### src/common/fb_presc_map.vh
// Register offsets, field positions, reset values and encodings for the feedback prescaler block.
`ifndef FB_PRESC_MAP_VH
`define FB_PRESC_MAP_VH
// ==========================================================
// Register offsets
`define ADDR_W 10
`define OFS_PRESC_CTRL 10'h016
`define OFS_STATUS_SEL 10'h017
`define OFS_GUARD 10'h01D
`define OFS_SWALLOW 10'h020
`define OFS_MAIN_CNT 10'h021
`define OFS_BLOCK_STAT 10'h022
// ==========================================================
// Fields
`define PRESC_LSB 0
`define PRESC_MSB 2
`define BYPASS_BIT 3
`define SEL_LSB 2
`define SEL_MSB 7
`define GUARD_BIT 7
// ==========================================================
// Reset values
`define PRESC_RST 3'h6
`define SEL_RST 6'h00
`define SWALLOW_RST 6'h00
`define MAIN_RST 8'h03
// ==========================================================
// Prescaler codes
`define P_FD1 3'h0
`define P_FD2 3'h1
`define P_DM2 3'h2
`define P_DM4 3'h3
`define P_DM8 3'h4
`define P_DM16 3'h5
`define P_DM32 3'h6
`define P_FD3 3'h7
// ==========================================================
// Status select codes
`define S_GND 6'h00
`define S_FB_DIV 6'h01
`define S_REF_DIV 6'h02
`define S_SWALLOW 6'h03
`define S_PRESC 6'h04
`define S_PD_UP 6'h05
// ==========================================================
// Widths and constants
`define CNT_W 6
`define MAIN_W 8
`define DELAY_W 4
`define ONE6 6'h01
`define ONE8 8'h01
// ==========================================================
// Prescaler moduli
`define DIV_1 6'h01
`define DIV_2 6'h02
`define DIV_3 6'h03
`define DIV_4 6'h04
`define DIV_8 6'h08
`define DIV_16 6'h10
`define DIV_32 6'h20
`endif

### src/rtl/prescaler_and_status_select.v
// Feedback prescaler configuration, feedback divider and status pin routing.
`timescale 1ns/1ps
`include "fb_presc_map.vh"

// What this block does
// Fixed-divide codes divide by a constant 1, 2 or 3 with no modulus switching.
// Code 010 divides by 2 and 3 when the swallow count is nonzero, else only by 2.
// Code 011 divides by 4 and 5 when the swallow count is nonzero, else only by 4.
// Code 100 divides by 8 and 9 when the swallow count is nonzero, else only by 8.
// Code 101 divides by 16 and 17 when the swallow count is nonzero, else only by 16.
// Code 110 divides by 32 and 33 (32 alone when swallow is zero) and is the reset default.
// Software keeps the guard bit clear when reprogramming the status select; otherwise it is kept.
// Status select code 0 drives ground and code 1 the delayed feedback divider output.
// Codes 2 to 5 drive the delayed reference divider, swallow counter, prescaler and detector up pulse.
// Main counter bypass divides by one and is honoured only in fixed-divide modes.
// Dual modulus uses the larger modulus while swallow counts down, then the smaller one.
module prescaler_and_status_select (
   // Clock and reset
   input wire clk,
   input wire rst,
   // Register port
   input wire [`ADDR_W-1:0] addr,
   input wire [7:0] wdata,
   input wire wr,
   input wire rd,
   output reg [7:0] rdata_ff,
   // Signals for the status pin
   input wire ref_div_in,
   input wire pd_up_in,
   // Outputs
   output reg status_pin_ff,
   output wire fb_div_out
);
   // ==========================================================
   // Registers
   reg [2:0] presc_mode_ff;
   reg bypass_ff;
   reg [5:0] status_sel_ff;
   reg guard_ff;
   reg [`CNT_W-1:0] swallow_ld_ff;
   reg [`MAIN_W-1:0] main_ld_ff;

   function is_fixed;
      input [2:0] m;
      begin
         is_fixed = (m == `P_FD1) || (m == `P_FD2) || (m == `P_FD3);
      end
   endfunction

   always @(posedge clk or posedge rst) begin
      if (rst) begin
         presc_mode_ff <= `PRESC_RST;
         bypass_ff <= 1'b0;
         status_sel_ff <= `SEL_RST;
         guard_ff <= 1'b0;
         swallow_ld_ff <= `SWALLOW_RST;
         main_ld_ff <= `MAIN_RST;
      end else if (wr) begin
         case (addr)
            `OFS_PRESC_CTRL: begin
               presc_mode_ff <= wdata[`PRESC_MSB:`PRESC_LSB];
               bypass_ff <= wdata[`BYPASS_BIT];
            end
            `OFS_STATUS_SEL: begin
               if (!guard_ff) begin
                  status_sel_ff <= wdata[`SEL_MSB:`SEL_LSB];
               end
            end
            `OFS_GUARD: guard_ff <= wdata[`GUARD_BIT];
            `OFS_SWALLOW: swallow_ld_ff <= wdata[`CNT_W-1:0];
            `OFS_MAIN_CNT: main_ld_ff <= wdata;
            default: begin
            end
         endcase
      end
   end

   // ==========================================================
   // Prescaler and feedback divider
   reg [`CNT_W-1:0] swallow_ff;
   reg [`MAIN_W-1:0] main_ff;
   reg fb_ff;
   reg [`DELAY_W-1:0] fb_dly_ff;
   reg [`DELAY_W-1:0] ref_dly_ff;
   reg [2:0] up_sync_ff;
   reg swallow_out_ff;
   wire presc_tick;
   wire fixed = is_fixed(presc_mode_ff);
   wire bypass_eff = bypass_ff && fixed;
   wire use_large = !fixed && (swallow_ff != {`CNT_W{1'b0}});

   presc_core u_core (
      .clk(clk),
      .rst(rst),
      .mode(presc_mode_ff),
      .use_large(use_large),
      .presc_tick_ff(presc_tick)
   );

   wire main_end = bypass_eff || (main_ff <= `ONE8);

   always @(posedge clk or posedge rst) begin
      if (rst) begin
         swallow_ff <= `SWALLOW_RST;
         main_ff <= `MAIN_RST;
         fb_ff <= 1'b0;
         swallow_out_ff <= 1'b0;
      end else if (presc_tick) begin
         if (main_end) begin
            swallow_ff <= swallow_ld_ff;
            main_ff <= main_ld_ff;
            fb_ff <= ~fb_ff;
         end else begin
            main_ff <= main_ff - `ONE8;
            if (swallow_ff != {`CNT_W{1'b0}}) begin
               swallow_ff <= swallow_ff - `ONE6;
            end
         end
         swallow_out_ff <= (swallow_ff == `ONE6);
      end else begin
         swallow_out_ff <= 1'b0;
      end
   end

   // ==========================================================
   // Delay stages and pin input synchroniser
   always @(posedge clk or posedge rst) begin
      if (rst) begin
         fb_dly_ff <= {`DELAY_W{1'b0}};
         ref_dly_ff <= {`DELAY_W{1'b0}};
         up_sync_ff <= 3'h0;
      end else begin
         fb_dly_ff <= {fb_dly_ff[`DELAY_W-2:0], fb_ff};
         ref_dly_ff <= {ref_dly_ff[`DELAY_W-2:0], ref_div_in};
         up_sync_ff <= {up_sync_ff[1:0], pd_up_in};
      end
   end

   reg up_level_ff;
   always @(posedge clk or posedge rst) begin
      if (rst) begin
         up_level_ff <= 1'b0;
      end else if (up_sync_ff[1] == up_sync_ff[2]) begin
         up_level_ff <= up_sync_ff[2];
      end
   end

   assign fb_div_out = fb_dly_ff[`DELAY_W-1];

   // ==========================================================
   // Status pin routing
   always @(posedge clk or posedge rst) begin
      if (rst) begin
         status_pin_ff <= 1'b0;
      end else begin
         case (status_sel_ff)
            `S_GND: status_pin_ff <= 1'b0;
            `S_FB_DIV: status_pin_ff <= fb_dly_ff[`DELAY_W-1];
            `S_REF_DIV: status_pin_ff <= ref_dly_ff[`DELAY_W-1];
            `S_SWALLOW: status_pin_ff <= swallow_out_ff;
            `S_PRESC: status_pin_ff <= presc_tick;
            `S_PD_UP: status_pin_ff <= up_level_ff;
            default: status_pin_ff <= 1'b0;
         endcase
      end
   end

   // ==========================================================
   // Read port
   always @(posedge clk or posedge rst) begin
      if (rst) begin
         rdata_ff <= 8'h00;
      end else if (rd) begin
         case (addr)
            `OFS_PRESC_CTRL: rdata_ff <= {4'h0, bypass_ff, presc_mode_ff};
            `OFS_STATUS_SEL: rdata_ff <= {status_sel_ff, 2'h0};
            `OFS_GUARD: rdata_ff <= {guard_ff, 7'h00};
            `OFS_SWALLOW: rdata_ff <= {2'h0, swallow_ld_ff};
            `OFS_MAIN_CNT: rdata_ff <= main_ld_ff;
            `OFS_BLOCK_STAT: rdata_ff <= {1'b0, fb_ff, swallow_ff};
            default: rdata_ff <= 8'h00;
         endcase
      end else begin
         rdata_ff <= 8'h00;
      end
   end
endmodule

### src/rtl/presc_core.v
// Dual-modulus feedback prescaler core running on the VCO clock.
`timescale 1ns/1ps
`include "fb_presc_map.vh"

module presc_core (
   // Clock and reset
   input wire clk,
   input wire rst,
   // Configuration
   input wire [2:0] mode,
   input wire use_large,
   // Output
   output reg presc_tick_ff
);
   // ==========================================================
   // Modulus decode
   reg [`CNT_W-1:0] cnt_ff;
   reg [`CNT_W-1:0] nxt_cnt;
   reg [`CNT_W-1:0] base;
   reg dual;

   always @* begin
      base = `DIV_32;
      dual = 1'b1;
      case (mode)
         `P_FD1: begin
            base = `DIV_1;
            dual = 1'b0;
         end
         `P_FD2: begin
            base = `DIV_2;
            dual = 1'b0;
         end
         `P_FD3: begin
            base = `DIV_3;
            dual = 1'b0;
         end
         `P_DM2: base = `DIV_2;
         `P_DM4: base = `DIV_4;
         `P_DM8: base = `DIV_8;
         `P_DM16: base = `DIV_16;
         `P_DM32: base = `DIV_32;
         default: base = `DIV_32;
      endcase
   end

   // Terminal count is base-1, plus one more when the larger modulus is in use.
   wire [`CNT_W-1:0] term = (dual && use_large) ? base : base - `ONE6;

   always @* begin
      nxt_cnt = (cnt_ff >= term) ? {`CNT_W{1'b0}} : cnt_ff + `ONE6;
   end

   always @(posedge clk or posedge rst) begin
      if (rst) begin
         cnt_ff <= {`CNT_W{1'b0}};
         presc_tick_ff <= 1'b0;
      end else begin
         cnt_ff <= nxt_cnt;
         presc_tick_ff <= (cnt_ff >= term);
      end
   end
endmodule

### config.mk
export PLATFORM = sky130hd
export DESIGN_NAME = prescaler_and_status_select
export DESIGN_NICKNAME = d
export VERILOG_FILES = /design/src/rtl/prescaler_and_status_select.v /design/src/rtl/presc_core.v
export VERILOG_INCLUDE_DIRS = /design/src /design/src/common
export SDC_FILE = /design/constraint.sdc
export NUM_CORES = 1
export LEC_CHECK = 0
export ABC_CLOCK_PERIOD_IN_PS = 5400
export BUFFER_PORTS_ARGS = -buffer_cell sky130_fd_sc_hd__buf_2
export CORE_UTILIZATION = 60
export DETAILED_ROUTE_END_ITERATION = 10
export PLACE_DENSITY = 0.92
export REMOVE_ABC_BUFFERS = 1
export SLEW_MARGIN = 20
export SYNTH_ARGS = -nofsm -noshare
export SYNTH_HDL_FRONTEND = slang
export SYNTH_SLANG_ARGS = --single-unit
### constraint.sdc
create_clock -name clk -period 5.4 [get_ports clk]
set_input_delay 0.81 -clock clk [delete_from_list [all_inputs] [get_ports clk]]
set_output_delay 0.81 -clock clk [all_outputs]
set_load 0.05 [all_outputs]
==> flow_metrics.tcl <==
set metrics [dict create \
    p_leak_nw 1.85 \
    crit_path_max_fanout 11 \
    synth_top_family_by_area "simple AND/OR/NAND/NOR gates" \
    synth.most_common_cell "dfrtp_1" \
    dpl_worst_slack_ns 2.33 \
    cp-start-kind "register" \
    grt_antenna_before_repair 0 \
    clkLatencyLatePin_ns 0.34 \
    maxCapViolations 0 \
    num_vias 2771 \
    hold_path_class "reg -> reg" \
    clk_pin_slew_ns 0.07 \
    synthDistinctLibCells 61 \
    avgViaCountPerCell 6.41 \
    holdBufCountCts 0 \
    finalHoldViolCount 0 \
    grt_pass1_vias 2768 \
    finalSetupViolCount 0 \
    yosys-top-cells-count "dfrtp_1 (63), mux2_2 (29), nand2_1 (29)" \
    overflow 0 \
    die_h_um 78.7 \
    die_w_um 78.7 \
    slew_headroom_pct 35.9 \
    grt_use_total_pct 28.6 \
    fillers 378 \
    yosys_warnings 0 \
    power.total_mw 1.48 \
    rsz0062_at_grt "no" \
    synth.ff_latch_count 69 \
    nNetsFinal 391 \
    fin_crit_sh_pct 56.1 \
    avgSynthCellArea_um2 10.8 \
    drt_first_pass_iters 5 \
    layout-drive-gt1-share_pct 27.5 \
    status "finished, final reports clean" \
    fin_skew_ns 0.00563 \
    port_buffers 33 \
    synth-simple-area-share_pct 15.5 \
    finalSetupTns_ns 0 \
    syn_inst 326 \
    area_delta_synth_final_pct 11.5 \
    design.core.area_mm2 0.00557 \
    drcViolationCount 0 \
    cts_buffers 9 \
    synth_flop_cell "dfrtp_1" \
    place_hpwl_mm 5.22 \
    gp_congestion 0.835 \
    fin_util_pct 70.5 \
    routed_wl_mm 7.84 \
    clock-sinks 69 \
    fin_crit_ns 3.03 \
    cts_resized 0 \
    hold_slack_ns 0.353 \
    synth_xor_area_share_pct 1.49 \
    yosys.area.top_type_share_pct 44.7 \
    muxShareOfSynthArea_pct 11.8 \
    clockBufferDepth 2 \
    drtIter0Drc 315 \
    max_freq_mhz 330 \
    netlist_area_mm2 0.00353 \
    grt_pass1_wl_mm 13.3 \
    cts_tree "done" \
    yosys.area.top_type "dfrtp_1" \
    ant_nets 0 \
    htreeDepth 3 \
    grt_max_degree 70 \
    postCtsSetupBuffers 0 \
    cts-root-buf "clkbuf_8" \
    die_area_mm2 0.00619 \
    async_reset_ff_share_pct 100 \
    diodes 0 \
    endpoint_kind "register" \
    start_util_pct 63.3 \
    synth_edf_count 0 \
    cellPowerDensity_mw_per_mm2 377 \
    vdd.ir_drop.worst_uv 247 \
    maxSlewViolCount 0 \
    wl_per_cell_um 18.2 \
    crit_type "reg -> reg" \
    num_io_pins 34 \
    synth_compound_area_share_pct 13.9 \
    worst_ep_arrival_time_ns 3.23 \
    synth_area_leaders "dfrtp_1 (45%), mux2_2 (9.3%), dfstp_2 (4.5%)" \
    rows 27 \
    setup_ws_ns 2.37 \
    crit_required_ns 5.60 \
    synth_seq_area_share_pct 49.2 \
    synth_fa_ha_area_share_pct 4.54 \
    worst_pin_slew_ns 0.961 \
]
[logic make-up after synthesis]
kind of cell | Yosys count
buf+inv | 28
simple gates | 98
flops | 69
mux | 38
xor+xnor | 6
fa+ha+maj | 13
compound gates | 74
[stage by stage]
step / instances / area, um^2
after floorplan: 309 / 3440
after global placement: 416 / 3710
after detailed placement: 416 / 3710
after CTS: 432 / 3930
after global routing: 432 / 3930
final: 432 / 3930
[sequential cells by signal (all words and copies together), names as in the netlist, 4 cells and up]
signal,cells
status_sel_ff,6
rdata_ff,8
u_core.cnt_ff,6
ref_dly_ff,4
fb_dly_ff,4
main_ff,8
swallow_ff,6
swallow_ld_ff,6
main_ld_ff,8
[worst max-delay path, stage by stage (launching register included)]
cell	delay [ns]
dfrtp_1	0.47
nor4_1	0.51
nand2_1	0.38
a221oi_1	0.44
ha_1	0.16
nand2b_1	0.10
a21oi_1	0.07
o21a_1	0.18
o21ai_1	0.44
nor2_1	0.14
[cell usage in the layout, fill, tap and decap left out, drive strengths merged, types with 4 or more instances in the layout]
cell type and count:
nand2 29, ha 12, inv 11, nor2 19
o21ai 23, dfrtp 63, clkinv 4, a22oi 11
or3 4, mux2i 9, nor3 7, mux2 29
a21oi 12, nand3 7, buf 35, dfstp 6
clkbuf 10, a22o 4
[routing by layer]
metal,GRT usage [%],share of wire [%],up-vias
li1,-,-,1248
met1,39.9,46,1363
met2,43.4,46,139
met3,4.65,6.1,21
met4,14.4,2.4,0
met5,0,0,-
[where the power goes]
part           total (mW)  switching (mW)  internal (mW)
Combinational       0.320           0.172          0.148
Sequential          0.701          0.0960          0.605
Clock               0.460           0.200          0.260
Total                1.48           0.467           1.01
[path summary, 6_finish.rpt]
path                          startpoint          endpoint  slack (ns)  cells past startpoint
max                        swallow_ff[2]  u_core.cnt_ff[4]        2.37                      9
min                         fb_dly_ff[0]      fb_dly_ff[1]        0.35                      0
max reg2reg                swallow_ff[2]  u_core.cnt_ff[4]        2.37                      9
min reg2reg                 fb_dly_ff[0]      fb_dly_ff[1]        0.35                      0
max in group asynchronous            rst     swallow_ff[2]        4.15                      3
min in group asynchronous            rst     ref_dly_ff[0]        0.70                      3
[layout make-up]
type	instances	area, um^2	share of cell area, %
inverters	11	41.3	1.05
multi-input cells	229	1670	42.5
clock inverters	6	87.6	2.23
well taps	72	90.1	2.29
repair buffers	35	180	4.58
clock buffers	10	128	3.25
flip-flops and latches	69	1730	44.1
Note: power is estimated with default switching activity, not from simulation.
